## src/spm_pkg.sv

```systemverilog
// Functional notes
// - Per-channel select picks that channel's status
// - Code 000 shows signal lost status
// - Code 001 shows level below threshold
// - Code 010 shows PRBS sync status
// - Code 011 shows bipolar violation strobe
// - Code 100 shows transmit overcurrent status
// - Overcurrent tristates both transmit outputs
// - Code 101 shows alarm indication status
// - Pin index equals channel index
// - Sync pulses reference DCOs when selected
// - Frame sync low one line cycle
// - Frame sync only in master mode, DIGITAL_CONTROLLED_OSCILLATOR active
// - Single-rail tristate pin floats transmit outputs
// - Receive CMI enable selects optical input, DPLL
// - Transmit CMI drives ring only
// - Dual-rail makes tristate pin negative data
`default_nettype none
package spm_pkg;
   // ***********************************************
   // Sizes and register map
   // ***********************************************
   localparam int NCH = 4;
   localparam int CH_BITS = 5;
   localparam int IRQ_W = NCH * CH_BITS;
   localparam logic [7:0] OFS_CHCFG_BASE = 8'h00;
   localparam logic [7:0] OFS_GCFG = 8'h10;
   localparam logic [7:0] OFS_LSTAT = 8'h14;
   localparam logic [7:0] OFS_ISTAT = 8'h18;
   localparam logic [7:0] OFS_IMASK = 8'h1C;
   localparam int GCFG_SSF_LSB = 0;
   localparam int GCFG_T1_BIT = 2;
   localparam logic [9:0] CHCFG_RST = 10'h000;
   localparam logic [2:0] GCFG_RST = 3'h0;
   localparam logic [IRQ_W-1:0] IMASK_RST = 20'h00000;
   localparam logic [1:0] RESP_OKAY = 2'h0;
   localparam logic [1:0] RESP_SLVERR = 2'h2;
   // ***********************************************
   // Encodings
   // ***********************************************
   typedef enum logic [2:0] {
      PS_LOS  = 3'h0,
      PS_ANALOG_LEVEL_LOW_INDICATION = 3'h1,
      PS_PRBS = 3'h2,
      PS_BPV  = 3'h3,
      PS_XLS  = 3'h4,
      PS_AIS  = 3'h5
   } spm_psel_t;
   localparam logic [1:0] SSF_SYNC_IN = 2'h1;
   localparam logic [1:0] SSF_MASTER_8K = 2'h2;
   localparam logic [1:0] XC_DUAL_RAIL = 2'h1;
   // ***********************************************
   // Timing
   // ***********************************************
   localparam int CLK_HZ = 10000000;
   localparam int FSC_E1_NS = 488;
   localparam int FSC_T1_NS = 648;
   localparam int FRAME_NS = 125000;
   localparam int FSC_E1_CYC = FSC_E1_NS * (CLK_HZ / 1000000) / 1000;
   localparam int FSC_T1_CYC = FSC_T1_NS * (CLK_HZ / 1000000) / 1000;
   localparam int FRAME_CYC = FRAME_NS * (CLK_HZ / 1000000) / 1000;
   // ***********************************************
   // Carriers
   // ***********************************************
   typedef struct packed {
      logic [1:0] coding;
      logic       tx_cmi;
      logic       rx_cmi;
      logic [2:0] thr;
      logic [2:0] psel;
   } spm_chcfg_t;
   typedef struct packed {
      logic alarm_indication_detect;
      logic transmit_overcurrent_indication;
      logic bipolar_violation_pulse;
      logic prbs;
      logic signal_lost_indication;
   } spm_chstat_t;
endpackage
`default_nettype wire

```

## src/spm_top.sv

```systemverilog
// Added by the designer: the AXI4-Lite register port and the address map.
`timescale 1ns/1ps
`default_nettype none
module spm_top (
   input  wire logic                          aclk,
   input  wire logic                          aresetn,
   input  wire logic [7:0]                    s_axi_awaddr,
   input  wire logic                          s_axi_awvalid,
   output var  logic                          s_axi_awready,
   input  wire logic [31:0]                   s_axi_wdata,
   input  wire logic [3:0]                    s_axi_wstrb,
   input  wire logic                          s_axi_wvalid,
   output var  logic                          s_axi_wready,
   output var  logic [1:0]                    s_axi_bresp,
   output var  logic                          s_axi_bvalid,
   input  wire logic                          s_axi_bready,
   input  wire logic [7:0]                    s_axi_araddr,
   input  wire logic                          s_axi_arvalid,
   output var  logic                          s_axi_arready,
   output var  logic [31:0]                   s_axi_rdata,
   output var  logic [1:0]                    s_axi_rresp,
   output var  logic                          s_axi_rvalid,
   input  wire logic                          s_axi_rready,
   input  wire spm_pkg::spm_chstat_t [3:0]    line_status,
   input  wire logic [3:0][2:0]               receive_level,
   input  wire logic [3:0]                    transmit_optical_data,
   input  wire logic                          dco_active,
   input  wire logic                          sync_pin,
   input  wire logic [3:0]                    transmit_tristate_input,
   input  wire logic [3:0]                    transmit_positive_data,
   output var  logic [3:0]                    multifunction_status_pin,
   output var  logic                          frame_sync_output,
   output var  logic                          dco_reference_pulse,
   output var  logic [3:0]                    receive_cmi_enable,
   output var  logic [3:0]                    transmit_line_ring,
   output var  logic [3:0]                    transmit_line_ring_oe,
   output var  logic [3:0]                    transmit_line_tip,
   output var  logic [3:0]                    transmit_line_tip_oe,
   output var  logic                          irq
);
   import spm_pkg::*;

   // ***********************************************
   // Helpers
   // ***********************************************
   function automatic logic [31:0] wmerge(input logic [31:0] old,
                                          input logic [31:0] nw,
                                          input logic [3:0]  strb);
      logic [31:0] r;
      r = old;
      for (int b = 0; b < 4; b++) begin
         if (strb[b]) begin
            r[b*8 +: 8] = nw[b*8 +: 8];
         end
      end
      return r;
   endfunction

   function automatic logic mux_status(input logic [2:0]  sel,
                                       input spm_chstat_t st,
                                       input logic        analog_level_low_indication);
      logic r;
      r = 1'b0;
      case (sel)
         PS_LOS:  r = st.signal_lost_indication;
         PS_ANALOG_LEVEL_LOW_INDICATION: r = analog_level_low_indication;
         PS_PRBS: r = st.prbs;
         PS_BPV:  r = st.bipolar_violation_pulse;
         PS_XLS:  r = st.transmit_overcurrent_indication;
         PS_AIS:  r = st.alarm_indication_detect;
         default: r = 1'b0;
      endcase
      return r;
   endfunction

   // ***********************************************
   // Registers
   // ***********************************************
   spm_chcfg_t [3:0]   chcfg;
   logic [2:0]         gcfg;
   logic [IRQ_W-1:0]   istat;
   logic [IRQ_W-1:0]   imask;
   logic [IRQ_W-1:0]   prev_level;
   logic [7:0]         aw_addr;
   logic               aw_held;
   logic [31:0]        w_data;
   logic [3:0]         w_strb;
   logic               w_held;

   wire [1:0]        ssf      = gcfg[GCFG_SSF_LSB +: 2];
   wire              t1_mode  = gcfg[GCFG_T1_BIT];
   wire              do_write = aw_held && w_held && !s_axi_bvalid;
   wire              wr_ch    = (aw_addr[7:4] == OFS_CHCFG_BASE[7:4]);
   wire              wr_gcfg  = (aw_addr[7:2] == OFS_GCFG[7:2]);
   wire              wr_istat = (aw_addr[7:2] == OFS_ISTAT[7:2]);
   wire              wr_imask = (aw_addr[7:2] == OFS_IMASK[7:2]);
   wire              wr_lstat = (aw_addr[7:2] == OFS_LSTAT[7:2]);
   wire              wr_ok    = wr_ch || wr_gcfg || wr_istat || wr_imask || wr_lstat;
   wire [31:0]       wr_word  = wmerge(32'h00000000, w_data, w_strb);
   wire [IRQ_W-1:0]  clr_mask = (do_write && wr_istat) ? wr_word[IRQ_W-1:0] : '0;
   wire [31:0]       ch_word  = wmerge({22'h000000, chcfg[aw_addr[3:2]]}, w_data, w_strb);
   wire [31:0]       msk_word = wmerge({12'h000, imask}, w_data, w_strb);

   // ***********************************************
   // Live status and event capture
   // ***********************************************
   logic [IRQ_W-1:0] live;
   logic [3:0]       analog_level_low_indication;
   logic [3:0]       ts_s1, ts_s2, ts_s3, ts_val;
   logic [3:0]       xp_s1, xp_s2, xp_s3, xp_val;

   genvar gi;
   generate
      for (gi = 0; gi < NCH; gi++) begin : g_ch
         assign analog_level_low_indication[gi] = receive_level[gi] < chcfg[gi].thr;
         assign live[gi*CH_BITS +: CH_BITS] = line_status[gi];
      end
   endgenerate

   wire [IRQ_W-1:0] rise = live & ~prev_level;

   // Set wins over a simultaneous clear
   wire [IRQ_W-1:0] next_istat = (istat & ~clr_mask) | rise;

   // ***********************************************
   // AXI4-Lite write side
   // ***********************************************
   always_ff @(posedge aclk) begin
      if (!aresetn) begin
         s_axi_awready <= 1'b0;
         s_axi_wready  <= 1'b0;
         s_axi_bvalid  <= 1'b0;
         s_axi_bresp   <= RESP_OKAY;
         aw_held       <= 1'b0;
         w_held        <= 1'b0;
         aw_addr       <= 8'h00;
         w_data        <= 32'h00000000;
         w_strb        <= 4'h0;
      end else begin
         s_axi_awready <= !aw_held && !s_axi_awready && s_axi_awvalid;
         s_axi_wready  <= !w_held && !s_axi_wready && s_axi_wvalid;
         if (s_axi_awvalid && s_axi_awready) begin
            aw_held <= 1'b1;
            aw_addr <= s_axi_awaddr;
         end
         if (s_axi_wvalid && s_axi_wready) begin
            w_held <= 1'b1;
            w_data <= s_axi_wdata;
            w_strb <= s_axi_wstrb;
         end
         if (do_write) begin
            s_axi_bvalid <= 1'b1;
            s_axi_bresp  <= wr_ok ? RESP_OKAY : RESP_SLVERR;
         end else if (s_axi_bvalid && s_axi_bready) begin
            s_axi_bvalid <= 1'b0;
            aw_held      <= 1'b0;
            w_held       <= 1'b0;
         end
      end
   end

   always_ff @(posedge aclk) begin
      if (!aresetn) begin
         chcfg      <= {NCH{CHCFG_RST}};
         gcfg       <= GCFG_RST;
         imask      <= IMASK_RST;
         istat      <= '0;
         prev_level <= '0;
      end else begin
         prev_level <= live;
         istat      <= next_istat;
         if (do_write && wr_ch) begin
            chcfg[aw_addr[3:2]] <= ch_word[9:0];
         end
         if (do_write && wr_gcfg) begin
            gcfg <= wr_word[2:0];
         end
         if (do_write && wr_imask) begin
            imask <= msk_word[IRQ_W-1:0];
         end
      end
   end

   // ***********************************************
   // AXI4-Lite read side
   // ***********************************************
   logic [31:0] rd_word;
   logic        rd_ok;

   always_comb begin
      rd_word = 32'h00000000;
      rd_ok   = 1'b1;
      if (s_axi_araddr[7:4] == OFS_CHCFG_BASE[7:4]) begin
         rd_word[9:0] = chcfg[s_axi_araddr[3:2]];
      end else if (s_axi_araddr[7:2] == OFS_GCFG[7:2]) begin
         rd_word[2:0] = gcfg;
      end else if (s_axi_araddr[7:2] == OFS_LSTAT[7:2]) begin
         rd_word[IRQ_W-1:0] = live;
      end else if (s_axi_araddr[7:2] == OFS_ISTAT[7:2]) begin
         rd_word[IRQ_W-1:0] = istat;
      end else if (s_axi_araddr[7:2] == OFS_IMASK[7:2]) begin
         rd_word[IRQ_W-1:0] = imask;
      end else begin
         rd_ok = 1'b0;
      end
   end

   always_ff @(posedge aclk) begin
      if (!aresetn) begin
         s_axi_arready <= 1'b0;
         s_axi_rvalid  <= 1'b0;
         s_axi_rdata   <= 32'h00000000;
         s_axi_rresp   <= RESP_OKAY;
      end else begin
         s_axi_arready <= !s_axi_rvalid && !s_axi_arready && s_axi_arvalid;
         if (s_axi_arvalid && s_axi_arready) begin
            s_axi_rvalid <= 1'b1;
            s_axi_rdata  <= rd_word;
            s_axi_rresp  <= rd_ok ? RESP_OKAY : RESP_SLVERR;
         end else if (s_axi_rvalid && s_axi_rready) begin
            s_axi_rvalid <= 1'b0;
         end
      end
   end

   // ***********************************************
   // Pin synchronisers
   // ***********************************************
   logic sy_s1, sy_s2, sy_s3, sy_val;

   always_ff @(posedge aclk) begin
      if (!aresetn) begin
         {ts_s1, ts_s2, ts_s3, ts_val} <= '0;
         {xp_s1, xp_s2, xp_s3, xp_val} <= '0;
         {sy_s1, sy_s2, sy_s3, sy_val} <= '0;
      end else begin
         ts_s1 <= transmit_tristate_input;
         ts_s2 <= ts_s1;
         ts_s3 <= ts_s2;
         ts_val <= (ts_val & (ts_s2 ^ ts_s3)) | (ts_s2 & ~(ts_s2 ^ ts_s3));
         xp_s1 <= transmit_positive_data;
         xp_s2 <= xp_s1;
         xp_s3 <= xp_s2;
         xp_val <= (xp_val & (xp_s2 ^ xp_s3)) | (xp_s2 & ~(xp_s2 ^ xp_s3));
         sy_s1 <= sync_pin;
         sy_s2 <= sy_s1;
         sy_s3 <= sy_s2;
         if (sy_s2 == sy_s3) begin
            sy_val <= sy_s2;
         end
      end
   end

   // ***********************************************
   // Sync reference and frame sync
   // ***********************************************
   logic        sy_prev;
   logic [10:0] frame_cnt;

   wire         sync_rise  = sy_val && !sy_prev;
   wire         fsc_run    = (ssf == SSF_MASTER_8K) && dco_active;
   wire [10:0]  fsc_width  = t1_mode ? 11'(FSC_T1_CYC) : 11'(FSC_E1_CYC);
   wire         frame_wrap = (frame_cnt == 11'(FRAME_CYC - 1));

   always_ff @(posedge aclk) begin
      if (!aresetn) begin
         sy_prev             <= 1'b0;
         dco_reference_pulse <= 1'b0;
         frame_cnt           <= 11'h000;
         frame_sync_output   <= 1'b1;
      end else begin
         sy_prev             <= sy_val;
         dco_reference_pulse <= sync_rise && (ssf == SSF_SYNC_IN);
         if (!fsc_run || frame_wrap) begin
            frame_cnt <= 11'h000;
         end else begin
            frame_cnt <= frame_cnt + 11'h001;
         end
         frame_sync_output <= !(fsc_run && (frame_cnt < fsc_width));
      end
   end

   // ***********************************************
   // Per-channel pins
   // ***********************************************
   logic [3:0] mfp_next, ring_next, ring_oe_next, tip_next, tip_oe_next;
   logic [3:0] rxcmi_next;

   generate
      for (gi = 0; gi < NCH; gi++) begin : g_pin
         wire dual   = (chcfg[gi].coding == XC_DUAL_RAIL);
         wire float  = line_status[gi].transmit_overcurrent_indication || (!dual && ts_val[gi]);
         wire neg    = dual ? ts_val[gi] : 1'b0;
         assign mfp_next[gi]     = mux_status(chcfg[gi].psel, line_status[gi],
                                              analog_level_low_indication[gi]);
         assign ring_next[gi]    = chcfg[gi].tx_cmi ? transmit_optical_data[gi]
                                                    : xp_val[gi];
         assign ring_oe_next[gi] = !float;
         assign tip_next[gi]     = chcfg[gi].tx_cmi ? 1'b0 : neg;
         assign tip_oe_next[gi]  = !float && !chcfg[gi].tx_cmi;
         assign rxcmi_next[gi]   = chcfg[gi].rx_cmi;
      end
   endgenerate

   always_ff @(posedge aclk) begin
      if (!aresetn) begin
         multifunction_status_pin <= 4'h0;
         transmit_line_ring       <= 4'h0;
         transmit_line_ring_oe    <= 4'h0;
         transmit_line_tip        <= 4'h0;
         transmit_line_tip_oe     <= 4'h0;
         receive_cmi_enable       <= 4'h0;
         irq                      <= 1'b0;
      end else begin
         multifunction_status_pin <= mfp_next;
         transmit_line_ring       <= ring_next;
         transmit_line_ring_oe    <= ring_oe_next;
         transmit_line_tip        <= tip_next;
         transmit_line_tip_oe     <= tip_oe_next;
         receive_cmi_enable       <= rxcmi_next;
         irq                      <= |(next_istat & imask);
      end
   end
endmodule
`default_nettype wire

```

## config.mk

```make
export PLATFORM = sky130hd
export DESIGN_NAME = spm_top
export DESIGN_NICKNAME = d
export VERILOG_FILES = /design/src/spm_pkg.sv /design/src/spm_top.sv
export SDC_FILE = /design/constraint.sdc
export NUM_CORES = 1
export LEC_CHECK = 0
export BUFFER_PORTS_ARGS = -buffer_cell sky130_fd_sc_hd__buf_2
export CAP_MARGIN = 20
export CORE_MARGIN = 5
export CORE_UTILIZATION = 35
export DETAILED_ROUTE_END_ITERATION = 10
export SLEW_MARGIN = 10
export SYNTH_ARGS = -nofsm -noshare
export SYNTH_HDL_FRONTEND = slang
export SYNTH_SLANG_ARGS = --single-unit
```

## constraint.sdc

```tcl
create_clock -name aclk -period 4 [get_ports aclk]
set_input_delay 0.2 -clock aclk [delete_from_list [all_inputs] [get_ports aclk]]
set_output_delay 0.2 -clock aclk [all_outputs]
set_load 0.02 [all_outputs]
```

Word level (Yosys, flattened, before mapping)
Cells that the tools add are included.
{"block": "totals", "ff_bits": 240, "latch_bits": 0, "ramBits": 0, "rom_bits": 0, "input_bits": 105, "wordCells": 255, "memories": 0}
{"block": "op_classes", "add_sub_neg": 1, "multipliers": 0, "div": 0, "magnitude_cmp": 8, "eq_ne": 36, "n_shift": 0, "mux": 46, "n_bitwise": 21, "n_reduce_logical": 78}
{"operator": "2-to-1 mux 20 bit", "count": 4}
{"operator": "AND 20 bit", "count": 3}
{"operator": "2-to-1 mux 10 bit", "count": 5}
{"operator": "== test 6 x 3 -> 1 bit, second input constant", "count": 8}
{"operator": "binary-select mux 10 bit (select 2 bit)", "count": 2}
{"operator": "bitwise mux 40 bit", "count": 1}
{"operator": "inverter 20 bit", "count": 2}
{"operator": "logical AND 1 bit", "count": 30}
{"operator": "== test 3 x 2 -> 1 bit, second input constant", "count": 8}
{"operator": "== test 3 bit, second input constant", "count": 8}
{"operator": "2-to-1 mux 8 bit", "count": 3}
{"operator": "case mux 1 bit (6 select lines)", "count": 4}
{"operator": "logical NOT 1 bit", "count": 22}
{"operator": "demux 10 bit (select 2 bit)", "count": 1}
{"operator": "OR 20 bit", "count": 1}
{"operator": "OR reduction 20 bit", "count": 1}
{"operator": "2-to-1 mux 1 bit", "count": 19}
{"operator": "2-to-1 mux 17 bit", "count": 1}
{"operator": "AND 4 bit", "count": 4}
{"operator": "== test 3 x 1 -> 1 bit, second input constant", "count": 4}
{"operator": "logical NOT 3 bit", "count": 4}
{"operator": "less-than comparator 3 bit", "count": 4}
{"operator": "OR reduction 3 bit", "count": 4}
{"operator": "adder 11 x 1 -> 11 bit, second input constant", "count": 1}
{"operator": "other kinds (19)", "count": 46}

Logic depth before layout (Yosys ltp)
Gate-level depths: netlist of run 1.
{"block": "depth", "word_depth": 9, "depth_mapped": 9, "mapped_depth_nobuf": 7}

Worst setup path after synthesis of run 1
Ideal clock, no wire load.
{"block": "synth_path", "path_kind": "flip-flop to flip-flop", "from": "reg s_axi_bvalid", "to": "reg irq", "arrival_time_ns": 1.826, "required_ns": 3.875, "setup_slack_ns": 2.049, "stages_incl_launch_ff": 9, "path_buffers": 2, "path_cell_list": "dfxtp_1 > and3b_1 > buf_2 > nand2_2 > buf_6 > o221ai_1 > nand4_1 > or3_1 > o41a_1"}
{"block": "synth_between", "elab_chain_len": 9}
{"item": "start, declared", "line": "spm_top.sv:15", "source": "output var logic s_axi_bvalid,"}
{"item": "start signal, assigned", "line": "spm_top.sv:132", "source": "s_axi_bvalid <= 1'b0;"}
{"item": "start signal, assigned", "line": "spm_top.sv:152", "source": "s_axi_bvalid <= 1'b1;"}
{"item": "start signal, assigned", "line": "spm_top.sv:155", "source": "s_axi_bvalid <= 1'b0;"}
{"item": "logical NOT 1 bit", "line": "spm_top.sv:92", "source": "wire do_write = aw_held && w_held && !s_axi_bvalid;"}
{"item": "logical AND 1 bit", "line": "spm_top.sv:92"}
{"item": "logical AND 1 bit", "line": "spm_top.sv:100", "source": "wire [IRQ_W-1:0] clr_mask = (do_write && wr_istat) ? wr_word[IRQ_W-1:0] : '0;"}
{"item": "2-to-1 mux 20 bit", "line": "spm_top.sv:100"}
{"item": "inverter 20 bit", "line": "spm_top.sv:123", "source": "wire [IRQ_W-1:0] next_istat = (istat & ~clr_mask) | rise;"}
{"item": "AND 20 bit", "line": "spm_top.sv:123"}
{"item": "OR 20 bit", "line": "spm_top.sv:123"}
{"item": "AND 20 bit", "line": "spm_top.sv:321", "source": "irq <= |(next_istat & imask);"}
{"item": "OR reduction 20 bit", "line": "spm_top.sv:321"}
{"item": "end signal, assigned", "line": "spm_top.sv:321"}
{"item": "end, declared", "line": "spm_top.sv:39", "source": "output var logic irq"}
No other way between the ends.
A chain may end at the register's enable or synchronous reset.

Worst setup path after layout of run 1
{"block": "layout_path", "from": "reg aw_addr[4]", "to": "reg irq"}
{"block": "layout_between", "elab_chain_len": 8}
{"item": "start, declared", "line": "spm_top.sv:84", "source": "logic [7:0] aw_addr;"}
{"item": "start signal, assigned", "line": "spm_top.sv:144", "source": "aw_addr <= s_axi_awaddr;"}
{"item": "== test 6 x 3 -> 1 bit", "line": "spm_top.sv:95", "source": "wire wr_istat = (aw_addr[7:2] == OFS_ISTAT[7:2]);"}
{"item": "logical AND 1 bit", "line": "spm_top.sv:100"}
{"item": "2-to-1 mux 20 bit", "line": "spm_top.sv:100"}
{"item": "inverter 20 bit", "line": "spm_top.sv:123"}
{"item": "AND 20 bit", "line": "spm_top.sv:123"}
{"item": "OR 20 bit", "line": "spm_top.sv:123"}
{"item": "AND 20 bit", "line": "spm_top.sv:321"}
{"item": "OR reduction 20 bit", "line": "spm_top.sv:321"}
No other way between the ends.

==> results_dict.tcl, run 1 <==
set metrics [dict create \
    grt_pass1_wl_um 44400 \
    grt_max_degree 75 \
    fin_cells 1625 \
    start_util_pct 35.4 \
    htreeDepth 1 \
    die_area_um2 31400 \
    post-route-drc-count 0 \
    fmax_mhz 408 \
    cts_inserted_buffers 27 \
    clock_latency_ns 0.53 \
    routed_wl_um 28800 \
    syn_inst 1036 \
    area_delta_synth_final_pct 26.7 \
    drive_above_1_share_pct 21.6 \
    crit_family "compound AO/OA/AOI/OAI gates" \
    rr_worst_depth 7 \
    maxCapViolCount 0 \
    synth-main-ff-cell "dfxtp_1" \
    fin_skew_ns 0.00605 \
    setup_viol 0 \
    die_h_um 177 \
    antenna_found_initial 0 \
    path_max_fanout 11 \
    synth_edf_count 0 \
    cts_tree "done" \
    worstSetupStartpointType "flop" \
    clockBufferDepth 3 \
    grt_pass1_vias 7740 \
    path_buf_inv 1 \
    yosysUniqueCellTypes 51 \
    post-route-period-util_pct 61.2 \
    power_density_nw_per_um2 431 \
    syn_area_per_cell_um2 9.46 \
    worst_r2r_endpoint "irq" \
    hold_start "line_status[18]" \
    use_met2_pct 27.9 \
    r2r-start "aw_addr[4]" \
    initialDrtViolationCount 607 \
    postCtsHoldBufs 69 \
    gr-usage-met3_pct 3.60 \
    grt_most_used_layer "met2" \
    leakage_nw 4.60 \
    hold_class "in -> reg" \
    gp_congestion 0.857 \
    dp.cells 1506 \
    ir_drop_mv 0.230 \
    rsz0062_at_grt "no" \
    tightest_slew_ns 1.14 \
    end_kind "flop" \
    synth_async_sr_flop_share_pct 0 \
    firstDrtPassIters 5 \
    maxSlewHeadroom_pct 24.3 \
    use_met1_pct 25.2 \
    min_path_cells 2 \
    hold_viol 0 \
    yosysWarnings 0 \
    crit_slowest_cell "dfxtp_1" \
    path_cells "nor4b_4, nand3_1, buf_4, o21a_1, o21ai_0, o2111ai_1, o41a_1" \
    arrival_ns 2.86 \
    ios 173 \
    gr-usage-all-layers_pct 17.8 \
    avgRoutedWirePerCell_um 17.7 \
    detail_route.vias_per_cell 5.11 \
    ant_nets 0 \
    p_total_mw 5.35 \
    post_cts_resized 0 \
    fp.dieW_um 177 \
    dp_hpwl_um 20000 \
    slowest_delay_ns 0.45 \
    mostFrequentLayoutCell "dfxtp_1" \
    clock_sinks 236 \
    grt-ovfl-total 0 \
    vias 8306 \
    slew_violations 0 \
    finalNetCount 1341 \
    rrSetupSlack_ns 1.55 \
    critical_path_class "reg -> reg" \
    core_um2 27700 \
    fin_tns_setup_ns 0 \
    port_buffers 141 \
    required_ns 4.41 \
    mostFrequentLayoutCells "dfxtp_1, buf_2, nand2_1, nor2_1, a21oi_1" \
    cts_root_buf "clkbuf_16" \
    netlist_area_um2 9800 \
    cts_setup_buffers 0 \
    ys_ff_latch 236 \
    whs_endpoint "transmit_line_ring_oe[3]" \
    synth-seq-area-share_pct 48.2 \
    outcome "complete, no violations" \
    clkSlewWorstSetupHoldPaths_ns 0.06 \
    finalCriticalPeriod_ns 2.45 \
    num_rows 61 \
]
-- cell families (layout without fill, tap and decap cells) --
kind of cell / count (synthesis) / after routing / share of synthesized area [%]
muxes: 69 / 69 / 10.7
DFF: 236 / 236 / 48.2
AOI/OAI and AO/OA: 220 / 220 / 15.0
xor gates and xnor gates: 7 / 7 / 0.626
buffers and inverters: 96 / 293 / 4.44
other: 1 / 15 / 0.0383
and+or+nand+nor: 397 / 397 / 19.7
adders and majority gates: 10 / 10 / 1.28
-- cell type report --
type / instances / area [µm²]
repair buffers: 228 / 1530
flip-flops and latches: 236 / 4720
clock buffers: 37 / 803
multi-input cells: 717 / 4700
diodes: 1 / 2.50
fillers: 2662 / 15300
well taps: 378 / 473
clock inverters: 12 / 119
inverters: 16 / 62.6
-- cell usage after synthesis, types with 2 or more instances --
| library cell | number | area share [%] |
|---|---|---|
| nand2b_1 | 12 | 0.77 |
| a21o_1 | 4 | 0.31 |
| xor2_1 | 6 | 0.54 |
| nand4b_1 | 8 | 0.72 |
| o21ai_0 | 24 | 1.2 |
| a22oi_1 | 18 | 1.4 |
| nor2_1 | 104 | 4.0 |
| o221a_2 | 12 | 1.4 |
| and3_1 | 2 | 0.13 |
| and2_1 | 61 | 3.9 |
| a211oi_1 | 44 | 3.4 |
| clkbuf_1 | 50 | 1.9 |
| nand3b_1 | 4 | 0.31 |
| inv_1 | 15 | 0.57 |
| nor2b_1 | 26 | 1.7 |
| or3_1 | 3 | 0.19 |
| dfxtp_1 | 236 | 48 |
| o221ai_1 | 11 | 0.98 |
| o21a_1 | 3 | 0.23 |
| ha_1 | 10 | 1.3 |
| nand2_1 | 128 | 4.9 |
| buf_4 | 16 | 1.2 |
| a21oi_1 | 81 | 4.1 |
| buf_1 | 7 | 0.27 |
| o211ai_1 | 7 | 0.54 |
| nand4_1 | 9 | 0.57 |
| mux2_2 | 17 | 2.0 |
| nor3_1 | 9 | 0.46 |
| mux2i_1 | 25 | 2.6 |
| nor4b_1 | 3 | 0.27 |
| buf_2 | 6 | 0.31 |
| mux4_2 | 27 | 6.2 |
| nand3_1 | 19 | 0.97 |
| a22o_1 | 10 | 0.89 |
| nor4_1 | 3 | 0.19 |
-- where the power goes --
part | internal (mW) | switching [mW] | leakage [nW]
Clock | 1.53 | 0.986 | 0.459
Combinational | 0.178 | 0.207 | 2.22
Sequential | 2.41 | 0.0402 | 1.92
Total | 4.12 | 1.23 | 4.60
-- state kept, by name, summed over array words and instances (netlist names), 6 cells and up, named ones only --
signal       cells
chcfg           40
aw_addr          6
s_axi_rdata     20
prev_level      20
istat           20
imask           20
w_data          20
frame_cnt       11
-- routing by layer --
metal | vias up | wire (µm)
met2 | 270 | 12900
met1 | 3977 | 13200
met3 | 44 | 2060
li1 | 4015 | -
met4 | 0 | 617
met5 | - | 0
-- worst reg2reg max path: stages (launching register included) --
cell	delay, ns
dfxtp_1	0.45
nor4b_4	0.37
nand3_1	0.12
buf_4	0.21
o21a_1	0.20
o21ai_0	0.26
o2111ai_1	0.27
o41a_1	0.45
-- stage by stage --
stage          util, %  area, µm²  worst slack, ns  hold slack (ns)
2_1_floorplan        -       9850             2.05            0.280
3_3_place_gp      39.0      10800             1.65            0.405
3_5_place_dp      39.0      10800             1.60            0.408
4_1_cts           44.8      12400             1.59          0.00723
5_1_grt           44.8      12400             1.50          0.00926
6_report          44.8      12400             1.55          0.00678
-- worst max-delay path by stage --
stage / from / end / slack (ns) / cells after the start
after floorplan: s_axi_bvalid / irq / 2.05 / 8
after global placement: aw_addr[4] / irq / 1.65 / 7
after detailed placement: aw_addr[4] / irq / 1.60 / 7
after CTS: aw_addr[4] / irq / 1.59 / 7
after global routing: aw_addr[4] / irq / 1.50 / 7
final: aw_addr[4] / irq / 1.55 / 7
Power figures use the tool's default switching activity.
==> run 2: changes to the inputs <==
clock period = 2.3 ns   (was 4 ns; I/O delays follow)
==> run 2 against run 1 <==
- via count rose by 0.54%
- design area up 1.7%
- highest routed layer unchanged
- global-route usage increased by 0.058 points
- sequential share of layout area decreased by 0.64 points
- critical path type unchanged
==> results_dict.tcl, run 2 (same netlist as run 1, synthesis figures left out) <==
set metrics [dict create \
    power_density_nw_per_um2 722 \
    clock_latency_ns 0.53 \
    detail_route.vias_per_cell 5.07 \
    required_ns 2.71 \
    hold_class "in -> reg" \
    crit_slowest_cell "nor4b_4" \
    pre_cts_slack_ns 0.0874 \
    clockBufferDepth 3 \
    mostFrequentLayoutCell "dfxtp_1" \
    num_rows 61 \
    clkPwrFrac_pct 45.5 \
    gr-usage-all-layers_pct 17.8 \
    p_sw_share_pct 23.2 \
    fp.dieW_um 177 \
    rsz0062_at_grt "no" \
    largest_reg_flops 40 \
    rrSetupSlack_ns 0.11 \
    avgRoutedWirePerCell_um 17.5 \
    gp_congestion 0.858 \
    clkSlewWorstSetupHoldPaths_ns 0.06 \
    outcome "complete, no violations" \
    cts_setup_buffers 0 \
    antenna_found_initial 0 \
    tightest_slew_ns 0.921 \
    min_path_cells 6 \
    end_kind "flop" \
    grt_max_degree 75 \
    core_um2 27700 \
    critical_path_class "reg -> reg" \
    arrival_ns 2.60 \
    use_met1_pct 25.3 \
    fin_skew_ns 0.0153 \
    worstSetupStartpointType "flop" \
    vias 8351 \
    whs_endpoint "s_axi_rdata[2]" \
    power.share.combinational_pct 7.7 \
    die_h_um 177 \
    ios 173 \
    finalCriticalPeriod_ns 2.19 \
    pwr-share-seq_pct 46.8 \
    n_fill_cell 2688 \
    grt_most_used_layer "met2" \
    drive_above_1_share_pct 22.2 \
    port_buffers 141 \
    firstDrtPassIters 5 \
    fmax_mhz 456 \
    worstSetupStartpoint "aw_addr[6]" \
    multi_input_area_um2 4720 \
    path_max_fanout 7 \
    grt_pass1_wl_um 44600 \
    post-route-period-util_pct 95.3 \
    die_area_um2 31400 \
    power.internal_mw 7.00 \
    post-route-drc-count 0 \
    maxCapViolCount 0 \
    fin_tns_setup_ns 0 \
    setup_slack_ns 0.109 \
    cts_tree "done" \
    use_met2_pct 28.0 \
    r2r-start "aw_addr[6]" \
    seq_area_um2 4720 \
    diodes 0 \
    mostFrequentLayoutCells "dfxtp_1, buf_2, nand2_1, nor2_1, a21oi_1" \
    clock_sinks 236 \
    finalNetCount 1365 \
    hold_viol 0 \
    initialDrtViolationCount 584 \
    slew_violations 0 \
    ir_drop_mv 0.453 \
    top_register "chcfg" \
    path_cells "nor4b_4, nand3_2, buf_6, o221ai_1, nand4_1, or3_1, o41a_1" \
    cts_inserted_buffers 26 \
    setup_viol 0 \
    grt_pass1_vias 7815 \
    timing.hold.ws_ns 0.0934 \
    slowest_delay_ns 0.42 \
    gr-usage-met3_pct 3.43 \
    worst_r2r_endpoint "irq" \
    rr_worst_depth 7 \
    cts_root_buf "clkbuf_16" \
    hold_start "s_axi_araddr[7]" \
    start_util_pct 35.4 \
    htreeDepth 1 \
    routed_wl_um 28900 \
    dp_hpwl_um 20800 \
    leakage_nw 4.71 \
    maxSlewHeadroom_pct 38.5 \
    power_switching_mw 2.11 \
    area_delta_synth_final_pct 28.9 \
    ant_nets 0 \
    grt-ovfl-total 0 \
]
## run 2: cell count changes in the layout (fill, tap and decap cells not counted), sizes merged
cell         change
diode            -1
clkinvlp         -1
dlygate4sd3      +7
buf             +18
clkinv           -3
clkbuf           +2
## run 2: critical path: cells and delay by family, from the launching register on
family / cells / cell delay (ns)
DFF: 1 / 0.35
AOI/OAI and AO/OA: 2 / 0.50
buffers and inverters: 1 / 0.18
and+or+nand+nor: 4 / 1.05
## run 2: layer usage
layer,wire [µm],vias up
li1,-,4075
met1,13100,3953
met2,13100,275
met3,1950,48
met4,750,0
met5,0,-
## run 2: power by group through the flow
| stage | logic [mW] | registers [mW] | clock network, mW |
|---|---|---|---|
| global route | 0.762 | 4.28 | 4.40 |
| CTS | 0.702 | 4.26 | 4.22 |
| detailed placement | 0.604 | 4.35 | 0 |
| floorplan | 0.356 | 4.36 | 0 |
| global placement | 0.599 | 4.35 | 0 |
| finish | 0.702 | 4.27 | 4.14 |
## run 2: how the worst max path moves through the flow
stage,cells after the start,slack (ns),end
floorplan,8,0.35,irq
global placement,6,0.09,irq
detailed placement,6,0.09,irq
CTS,6,0.05,irq
global route,7,0.003,irq
finish,7,0.11,irq
## run 2: stage by stage
step	cells	power [mW]	area (µm²)	util, %
2_1_floorplan	1049	4.71	9850	-
3_3_place_gp	1524	4.95	11000	39.6
3_5_place_dp	1524	4.96	11000	39.6
4_1_cts	1647	9.19	12600	45.5
5_1_grt	1647	9.43	12600	45.6
6_report	1647	9.11	12600	45.6
## run 2: cell type report
cell class,count,area share [%]
Sequential cell,236,37.4
Multi-Input combinational cell,717,37.4
Timing Repair Buffer,253,14.2
Clock buffer,39,5.94
Tap cell,378,3.75
Clock inverter,8,0.822
Inverter,16,0.495
## run 2: timing repair
item / 4_1_cts / 5_1_grt
resized for setup: 0 / 6
hold buffers: 76 / 0
endpoints found under the setup margin: 0 / 1
endpoints found under the hold margin: 77 / 0
